$ cat src/hdl/flltsa_pkg.sv
package flltsa_pkg;

  ////////////////////////////////////////////////////////////////////////////////
  // Register map

  localparam logic [11:0] RX_LIMIT_OFS  = 12'h000;
  localparam logic [11:0] TX_LIMIT_OFS  = 12'h004;
  localparam logic [11:0] TS_ADJUST_OFS = 12'h008;

  localparam logic [1:0] CODE_RX   = 2'h0;
  localparam logic [1:0] CODE_TX   = 2'h1;
  localparam logic [1:0] CODE_TS   = 2'h2;
  localparam logic [1:0] CODE_NONE = 2'h3;

  ////////////////////////////////////////////////////////////////////////////////
  // Field layout and reset values

  localparam int SIZE_MSB   = 14;
  localparam int LAT_MSB    = 15;
  localparam int ENABLE_BIT = 16;

  localparam logic [14:0] SIZE_RESET    = 15'h05EE;
  localparam logic [14:0] SIZE_LEGAL_MIN = 15'h05EE;
  localparam logic        RX_EN_RESET   = 1'b0;
  localparam logic        TX_EN_RESET   = 1'b0;
  localparam logic        TS_EN_RESET   = 1'b1;
  localparam logic [15:0] TS_LAT_RESET_DEF = 16'h0000;

  localparam int TS_W = 64;

  ////////////////////////////////////////////////////////////////////////////////
  // Bus encodings

  localparam logic [1:0] HTRANS_NONSEQ = 2'h2;
  localparam logic       HRESP_OKAY    = 1'h0;

  ////////////////////////////////////////////////////////////////////////////////
  // State types

  typedef struct packed {
    logic        post_rst;
    logic        wr_pend;
    logic [1:0]  wr_code;
    logic        rx_en;
    logic [14:0] rx_size;
    logic        tx_en;
    logic [14:0] tx_size;
    logic        ts_en;
    logic [15:0] ts_lat;
    logic [31:0] rdata;
  } flltsa_state_type;

  typedef struct packed {
    logic [14:0]     rx_max;
    logic [14:0]     tx_max;
    logic [TS_W-1:0] ts;
    logic            ts_valid;
  } flltsa_apply_state_type;

  ////////////////////////////////////////////////////////////////////////////////
  // Helpers

  function automatic logic [1:0] flltsa_decode(input logic [31:0] addr);
    logic [1:0] code;
    code = CODE_NONE;
    if (addr[31:12] == 20'h0) begin
      if (addr[11:0] == RX_LIMIT_OFS) begin
        code = CODE_RX;
      end else if (addr[11:0] == TX_LIMIT_OFS) begin
        code = CODE_TX;
      end else if (addr[11:0] == TS_ADJUST_OFS) begin
        code = CODE_TS;
      end
    end
    return code;
  endfunction

  function automatic logic [31:0] flltsa_pack_limit(input logic en, input logic [14:0] size);
    return {15'h0, en, 1'b0, size};
  endfunction

endpackage

$ cat src/hdl/flltsa_cfg_if.sv
`timescale 1ns/10ps
`default_nettype none

interface flltsa_cfg_if;
  logic        rx_en;
  logic [14:0] rx_size;
  logic        tx_en;
  logic [14:0] tx_size;
  logic        ts_en;
  logic [15:0] ts_lat;

  modport src (output rx_en, rx_size, tx_en, tx_size, ts_en, ts_lat);
  modport dst (input rx_en, rx_size, tx_en, tx_size, ts_en, ts_lat);
endinterface

`default_nettype wire

$ cat src/hdl/flltsa_regs.sv
`timescale 1ns/10ps
`default_nettype none

module flltsa_regs
  import flltsa_pkg::*;
#(
  parameter bit          TS_PRESENT   = 1'b1,              // Time stamping built in
  parameter logic [15:0] TS_LAT_RESET = TS_LAT_RESET_DEF   // Build-dependent latency
)(
  input  wire logic            clk_in,             // System clock, 125 MHz
  input  wire logic            sys_rst_in,         // Async reset, active high
  input  wire logic            hsel_in,            // AHB slave select
  input  wire logic [31:0]     haddr_in,           // AHB address
  input  wire logic [1:0]      htrans_in,          // AHB transfer type
  input  wire logic            hwrite_in,          // AHB write
  input  wire logic [2:0]      hsize_in,           // AHB size, word only
  input  wire logic            hready_in,          // AHB bus ready
  input  wire logic [31:0]     hwdata_in,          // AHB write data
  output logic [31:0]          hrdata_out,         // AHB read data
  output logic                 hreadyout_out,      // AHB slave ready
  output logic                 hresp_out,          // AHB response
  input  wire logic [14:0]     rx_default_max_in,  // Receive limit from other settings
  input  wire logic [14:0]     tx_default_max_in,  // Transmit limit from other settings
  input  wire logic [TS_W-1:0] tx_ts_in,           // Raw transmit timestamp
  input  wire logic            tx_ts_valid_in,     // Raw timestamp strobe
  output logic [14:0]          rx_max_len_out,     // Largest received frame
  output logic [14:0]          tx_max_len_out,     // Largest transmitted frame
  output logic [TS_W-1:0]      tx_ts_out,          // Corrected timestamp
  output logic                 tx_ts_valid_out     // Corrected timestamp strobe
);

  ////////////////////////////////////////////////////////////////////////////////
  // State

  localparam flltsa_state_type ST_RESET = '{
    post_rst: 1'b1,
    wr_pend:  1'b0,
    wr_code:  CODE_NONE,
    rx_en:    RX_EN_RESET,
    rx_size:  SIZE_RESET,
    tx_en:    TX_EN_RESET,
    tx_size:  SIZE_RESET,
    ts_en:    TS_EN_RESET,
    ts_lat:   TS_LAT_RESET,
    rdata:    32'h0
  };

  flltsa_state_type st_ff;
  flltsa_state_type nxt_st;

  logic       take;
  logic [1:0] code;

  flltsa_cfg_if cfg ();

  function automatic logic [31:0] read_word(input logic [1:0] c, input flltsa_state_type s);
    logic [31:0] w;
    w = 32'h0;
    unique case (c)
      CODE_RX: begin
        w = flltsa_pack_limit(s.rx_en, s.rx_size);
      end
      CODE_TX: begin
        w = flltsa_pack_limit(s.tx_en, s.tx_size);
      end
      CODE_TS: begin
        if (TS_PRESENT) begin
          w = {15'h0, s.ts_en, s.ts_lat};
        end
      end
      CODE_NONE: begin
        w = 32'h0;
      end
    endcase
    return w;
  endfunction

  ////////////////////////////////////////////////////////////////////////////////
  // Bus slave and register file

  assign take = hsel_in && hready_in && (htrans_in == HTRANS_NONSEQ);
  assign code = flltsa_decode(haddr_in);

  always_comb begin
    nxt_st          = st_ff;
    nxt_st.post_rst = 1'b0;
    if (st_ff.wr_pend) begin
      unique case (st_ff.wr_code)
        CODE_RX: begin
          nxt_st.rx_en   = hwdata_in[ENABLE_BIT];
          nxt_st.rx_size = hwdata_in[SIZE_MSB:0];
        end
        CODE_TX: begin
          nxt_st.tx_en   = hwdata_in[ENABLE_BIT];
          nxt_st.tx_size = hwdata_in[SIZE_MSB:0];
        end
        CODE_TS: begin
          if (TS_PRESENT) begin
            nxt_st.ts_en  = hwdata_in[ENABLE_BIT];
            nxt_st.ts_lat = hwdata_in[LAT_MSB:0];
          end
        end
        CODE_NONE: begin
          nxt_st.ts_en = st_ff.ts_en;
        end
      endcase
    end
    nxt_st.wr_pend = take && hwrite_in;
    nxt_st.wr_code = code;
    if (take && !hwrite_in) begin
      nxt_st.rdata = read_word(code, nxt_st);
    end
  end

  always_ff @(posedge clk_in or posedge sys_rst_in) begin
    if (sys_rst_in) begin
      st_ff <= ST_RESET;
    end else begin
      st_ff <= nxt_st;
    end
  end

  assign hrdata_out    = st_ff.rdata;
  assign hreadyout_out = 1'b1;
  assign hresp_out     = HRESP_OKAY;

  ////////////////////////////////////////////////////////////////////////////////
  // Applied limits and timestamp correction

  assign cfg.rx_en   = st_ff.rx_en;
  assign cfg.rx_size = st_ff.rx_size;
  assign cfg.tx_en   = st_ff.tx_en;
  assign cfg.tx_size = st_ff.tx_size;
  assign cfg.ts_en   = TS_PRESENT ? st_ff.ts_en : 1'b0;
  assign cfg.ts_lat  = st_ff.ts_lat;

  flltsa_apply flltsa_apply_inst (
    .clk_in            (clk_in),
    .sys_rst_in        (sys_rst_in),
    .cfg_in            (cfg),
    .rx_default_max_in (rx_default_max_in),
    .tx_default_max_in (tx_default_max_in),
    .tx_ts_in          (tx_ts_in),
    .tx_ts_valid_in    (tx_ts_valid_in),
    .rx_max_len_out    (rx_max_len_out),
    .tx_max_len_out    (tx_max_len_out),
    .tx_ts_out         (tx_ts_out),
    .tx_ts_valid_out   (tx_ts_valid_out)
  );
endmodule

`default_nettype wire

$ cat src/hdl/flltsa_apply.sv
`timescale 1ns/10ps
`default_nettype none

module flltsa_apply
  import flltsa_pkg::*;
(
  input  wire logic            clk_in,               // System clock
  input  wire logic            sys_rst_in,           // Async reset, active high
  flltsa_cfg_if.dst            cfg_in,               // Register contents
  input  wire logic [14:0]     rx_default_max_in,    // Receive limit from other settings
  input  wire logic [14:0]     tx_default_max_in,    // Transmit limit from other settings
  input  wire logic [TS_W-1:0] tx_ts_in,             // Raw transmit timestamp, ns
  input  wire logic            tx_ts_valid_in,       // Raw timestamp strobe
  output logic [14:0]          rx_max_len_out,       // Largest received frame
  output logic [14:0]          tx_max_len_out,       // Largest transmitted frame
  output logic [TS_W-1:0]      tx_ts_out,            // Corrected timestamp
  output logic                 tx_ts_valid_out       // Corrected timestamp strobe
);

  flltsa_apply_state_type st_ff;
  flltsa_apply_state_type nxt_st;

  localparam flltsa_apply_state_type ST_RESET = '{
    rx_max:   SIZE_RESET,
    tx_max:   SIZE_RESET,
    ts:       '0,
    ts_valid: 1'b0
  };

  always_comb begin
    nxt_st          = st_ff;
    nxt_st.rx_max   = cfg_in.rx_en ? cfg_in.rx_size : rx_default_max_in;
    nxt_st.tx_max   = cfg_in.tx_en ? cfg_in.tx_size : tx_default_max_in;
    nxt_st.ts_valid = tx_ts_valid_in;
    if (tx_ts_valid_in) begin
      nxt_st.ts = cfg_in.ts_en ? tx_ts_in + {{(TS_W-16){1'b0}}, cfg_in.ts_lat}
                               : tx_ts_in;
    end
  end

  always_ff @(posedge clk_in or posedge sys_rst_in) begin
    if (sys_rst_in) begin
      st_ff <= ST_RESET;
    end else begin
      st_ff <= nxt_st;
    end
  end

  assign rx_max_len_out  = st_ff.rx_max;
  assign tx_max_len_out  = st_ff.tx_max;
  assign tx_ts_out       = st_ff.ts;
  assign tx_ts_valid_out = st_ff.ts_valid;
endmodule

`default_nettype wire

$ cat config.mk
export PLATFORM = sky130hd
export DESIGN_NAME = flltsa_regs
export DESIGN_NICKNAME = d
export VERILOG_FILES = /design/src/hdl/flltsa_pkg.sv /design/src/hdl/flltsa_cfg_if.sv /design/src/hdl/flltsa_regs.sv /design/src/hdl/flltsa_apply.sv
export SDC_FILE = /design/constraint.sdc
export NUM_CORES = 1
export LEC_CHECK = 0
export BUFFER_PORTS_ARGS = -buffer_cell sky130_fd_sc_hd__buf_4
export CAP_MARGIN = 20
export CORE_MARGIN = 2
export CORE_UTILIZATION = 35
export DETAILED_ROUTE_END_ITERATION = 12
export SYNTH_ARGS = -nofsm -noshare
export SYNTH_HDL_FRONTEND = slang
export SYNTH_SLANG_ARGS = --single-unit
$ cat constraint.sdc
create_clock -name clk_in -period 6.7 [get_ports clk_in]
set_clock_uncertainty 0.05 [all_clocks]
set_input_delay 1.34 -clock clk_in [delete_from_list [all_inputs] [get_ports clk_in]]
set_output_delay 1.34 -clock clk_in [all_outputs]
set_load 0.1 [all_outputs]
==> impl_results.md <==
- Outcome: completed
- # rows: 58
- Worst Path Max Fanout: 7
- Via count: 7424
- F_max: 283 MHz
- Area contributors post-synth: dfrtp_1, dfstp_2, mux2_2, nor2_1, a21oi_1
- Synthesis Warnings: 0
- RSZ-0062 raised after global routing: no
- Lkg Pwr: 0.00519 uW
- DR pass1 iterations: 4
- Detailed Route WL: 25700 um
- Ant diodes: 0
- DP HPWL: 19200 um
- Die area: 26800 um2
- MaxCap Viol Count: 0
- Setup Slack @ Placement: 2.72 ns
- Post-Syn Area: 8910 um2
- Post-CTS Hold Buffers: 0
- GRT Overall Usage: 19.1%
- # DRC: 0
- Final core occ: 46.2%
- Pwr Density: 259 nW/um2
- Req. time, crit path: 6.95 ns
- Core footprint: 25100 um2
- Initial Utilization: 35.5%
- Initial antenna violation count: 1
- Clk_lat worst skew: 0.43 ns
- Crit end category: register
- CTS tree: done
- Postcts setup bufs: 0
- I/O pins: 298
- Fill cell count: 2453
- Syn avg cell area: 10.1 um2
- CTS root buf: clkbuf_16
- Setup TNS: 0 ns
- Worst slew pin tran: 1.02 ns
- Area share of the largest cell type after synthesis: 36.2%
- Prevailing post-synth register cell: dfrtp_1
- Antenna viol nets, final: 0
- Worst vdd ir: 0.000138 V
- Fin crit share: 52.8%
- Sink Count: 164
- # resized after CTS: 0
- Class of the worst hold path: reg -> reg
- Port Buffers: 262
- Register area share after synthesis: 46.5%
- Async S/R FF share, synth: 100%
- CTS max path bufs: 2
- Worst path arrival time: 3.78 ns
- Largest net degree at the start of global routing: 77
- Cells after synthesis: 883
- WL per Instance: 17.7 um
- DR vias/cell: 5.11
- CP startpoint kind: input pin
- Count of final hold-check violations: 0
- Share of layout cells above drive strength 1: 39.1%
- DRT iter0 DRCs: 452
- #FFs+latches synth: 164
- Die height: 164 um
- Final WS setup: 3.17 ns
- TritonCTS buffer count: 17
- Library cells used by synthesis: 70
- Fin area: 11600 um2
- Multi-input logic area: 4350 um2
- Slew HR: 32.2%
- Die W: 164 um
- Global-route wire length before repair: 40000 um
- DP Area: 11000 um2
- Yosys top cell by area: dfrtp_1
- Vias in the first global route: 7351
- Register area: 4150 um2
- Clock slew at reported path FFs: 0.06 ns
- Number of synthesized flops with an enable pin: 0
- Kind of critical path: in -> reg
- RePlAce Congestion: 0.859
- Fin crit period: 3.53 ns
- Slew Viols, Final: 0
- Final setup vio count: 0
- Area growth from synthesis to layout: 30.1%
- Global route overflow: 0
- Nets: 1296
- H-tree Lvls: 4
## per-stage QoR
step                total power [uW]  instances  hold slack (ns)
floorplan                       1760        898            0.419
CTS                             3030       1453            0.440
detailed placement              1990       1421            0.425
global route                    3120       1453            0.475
finish                          3000       1453            0.437
global placement                1990       1421            0.421
## per-layer routing
| metal | vias up | track usage, % | share of wire, % |
|---|---|---|---|
| met2 | 228 | 30.9 | 46 |
| met4 | 2 | 5.94 | 1.8 |
| met5 | - | 0 | 0.062 |
| met1 | 3597 | 25.3 | 45 |
| met3 | 34 | 4.72 | 7.1 |
| li1 | 3563 | - | - |
## worst paths after layout
path | to | depth (start not counted) | start | slack [ns]
max reg2reg | flltsa_apply_inst.tx_ts_out[62]$_DFFE_PP0P_ | 7 | cfg.ts_en$_DFF_PP1_ | 3.74
min | flltsa_apply_inst.tx_ts_out[2]$_DFFE_PP0P_ | 1 | flltsa_apply_inst.tx_ts_out[2]$_DFFE_PP0P_ | 0.44
max in group asynchronous | flltsa_apply_inst.tx_ts_out[9]$_DFFE_PP0P_ | 3 | sys_rst_in | 4.32
min reg2reg | flltsa_apply_inst.tx_ts_out[2]$_DFFE_PP0P_ | 1 | flltsa_apply_inst.tx_ts_out[2]$_DFFE_PP0P_ | 0.44
max | flltsa_apply_inst.tx_ts_out[30]$_DFFE_PP0P_ | 10 | tx_ts_in[0] | 3.17
min in group asynchronous | flltsa_apply_inst.tx_ts_out[55]$_DFFE_PP0P_ | 2 | sys_rst_in | 0.94
## worst max-delay path, stage by stage
cell	delay, ns
buf_4	0.11
ha_1	0.22
fa_1	0.42
a21o_1	0.23
a31o_1	0.28
nand3_1	0.30
a21oi_4	0.16
and3_4	0.23
nor4b_4	0.13
or3_1	0.36
## cell families (layout without fill, tap and decap cells)
group	after synthesis	after routing	synth area share, %
AND/OR/NAND/NOR	283	283	15.9
AO/OA/AOI/OAI	188	188	13.5
flip-flops	164	164	46.5
multiplexers	94	94	11.7
buffers and inverters	89	314	5.28
XOR/XNOR	46	46	4.52
adder cells (fa/ha/maj)	17	17	2.47
other	2	17	0.0842
## Yosys cell counts, types with 16 or more instances
| cell | instances |
|---|---|
| dfstp_2 | 35 |
| buf_4 | 34 |
| o2111ai_1 | 17 |
| dfrtp_1 | 129 |
| a21oi_1 | 64 |
| nand3_1 | 29 |
| ha_1 | 16 |
| nand2_1 | 72 |
| o21ai_0 | 48 |
| mux2_2 | 79 |
| xor2_1 | 32 |
| nor2_1 | 94 |
| clkbuf_1 | 30 |
## flip-flops by register name, indices dropped and copies added (netlist names)
| name | flops |
|---|---|
| flltsa_apply_inst.tx_max_len_out | 15 |
| cfg.rx_en | 1 |
| hrdata_out | 17 |
| cfg.rx_size | 15 |
| cfg.tx_size | 15 |
| flltsa_apply_inst.tx_ts_valid_out | 1 |
| cfg.tx_en | 1 |
| cfg.ts_en | 1 |
| flltsa_apply_inst.tx_ts_out | 64 |
| st_ff | 3 |
| cfg.ts_lat | 16 |
| flltsa_apply_inst.rx_max_len_out | 15 |
## where the power goes
| group | switching (uW) | internal (uW) | leakage (uW) |
|---|---|---|---|
| clock | 445 | 590 | 0.000294 |
| combinational | 649 | 220 | 0.00300 |
| sequential | 40.4 | 1060 | 0.00190 |
## final cells by class
| class | instances | share of cell area [%] |
|---|---|---|
| Multi-Input combinational cell | 645 | 37.5 |
| Tap cell | 330 | 3.56 |
| Timing Repair Buffer | 269 | 17.4 |
| Inverter | 13 | 0.464 |
| Clock inverter | 11 | 1.22 |
| Sequential cell | 164 | 35.8 |
| Clock buffer | 21 | 4.06 |
## cell usage in the layout, fill, tap and decap left out, types with 4 or more instances in the layout
cell	n
o21ai_1	5
clkbuf_16	17
xnor2_1	14
o211ai_1	10
nor4_1	9
or4_1	4
a21o_1	5
o2111ai_1	17
or3_1	7
nand2_1	72
o21ai_0	48
dfstp_2	35
a21oi_1	64
nand3_1	29
nor2_1	94
dfrtp_1	129
mux2i_1	14
nand4_1	12
and3_1	9
ha_1	16
conb_1	17
and2_1	6
a21oi_2	4
xor2_1	32
and4_1	5
inv_1	12
mux2_2	79
buf_4	269
nor3_1	8
a31oi_1	8
o31a_1	4
(Power assumes the default switching activity.)
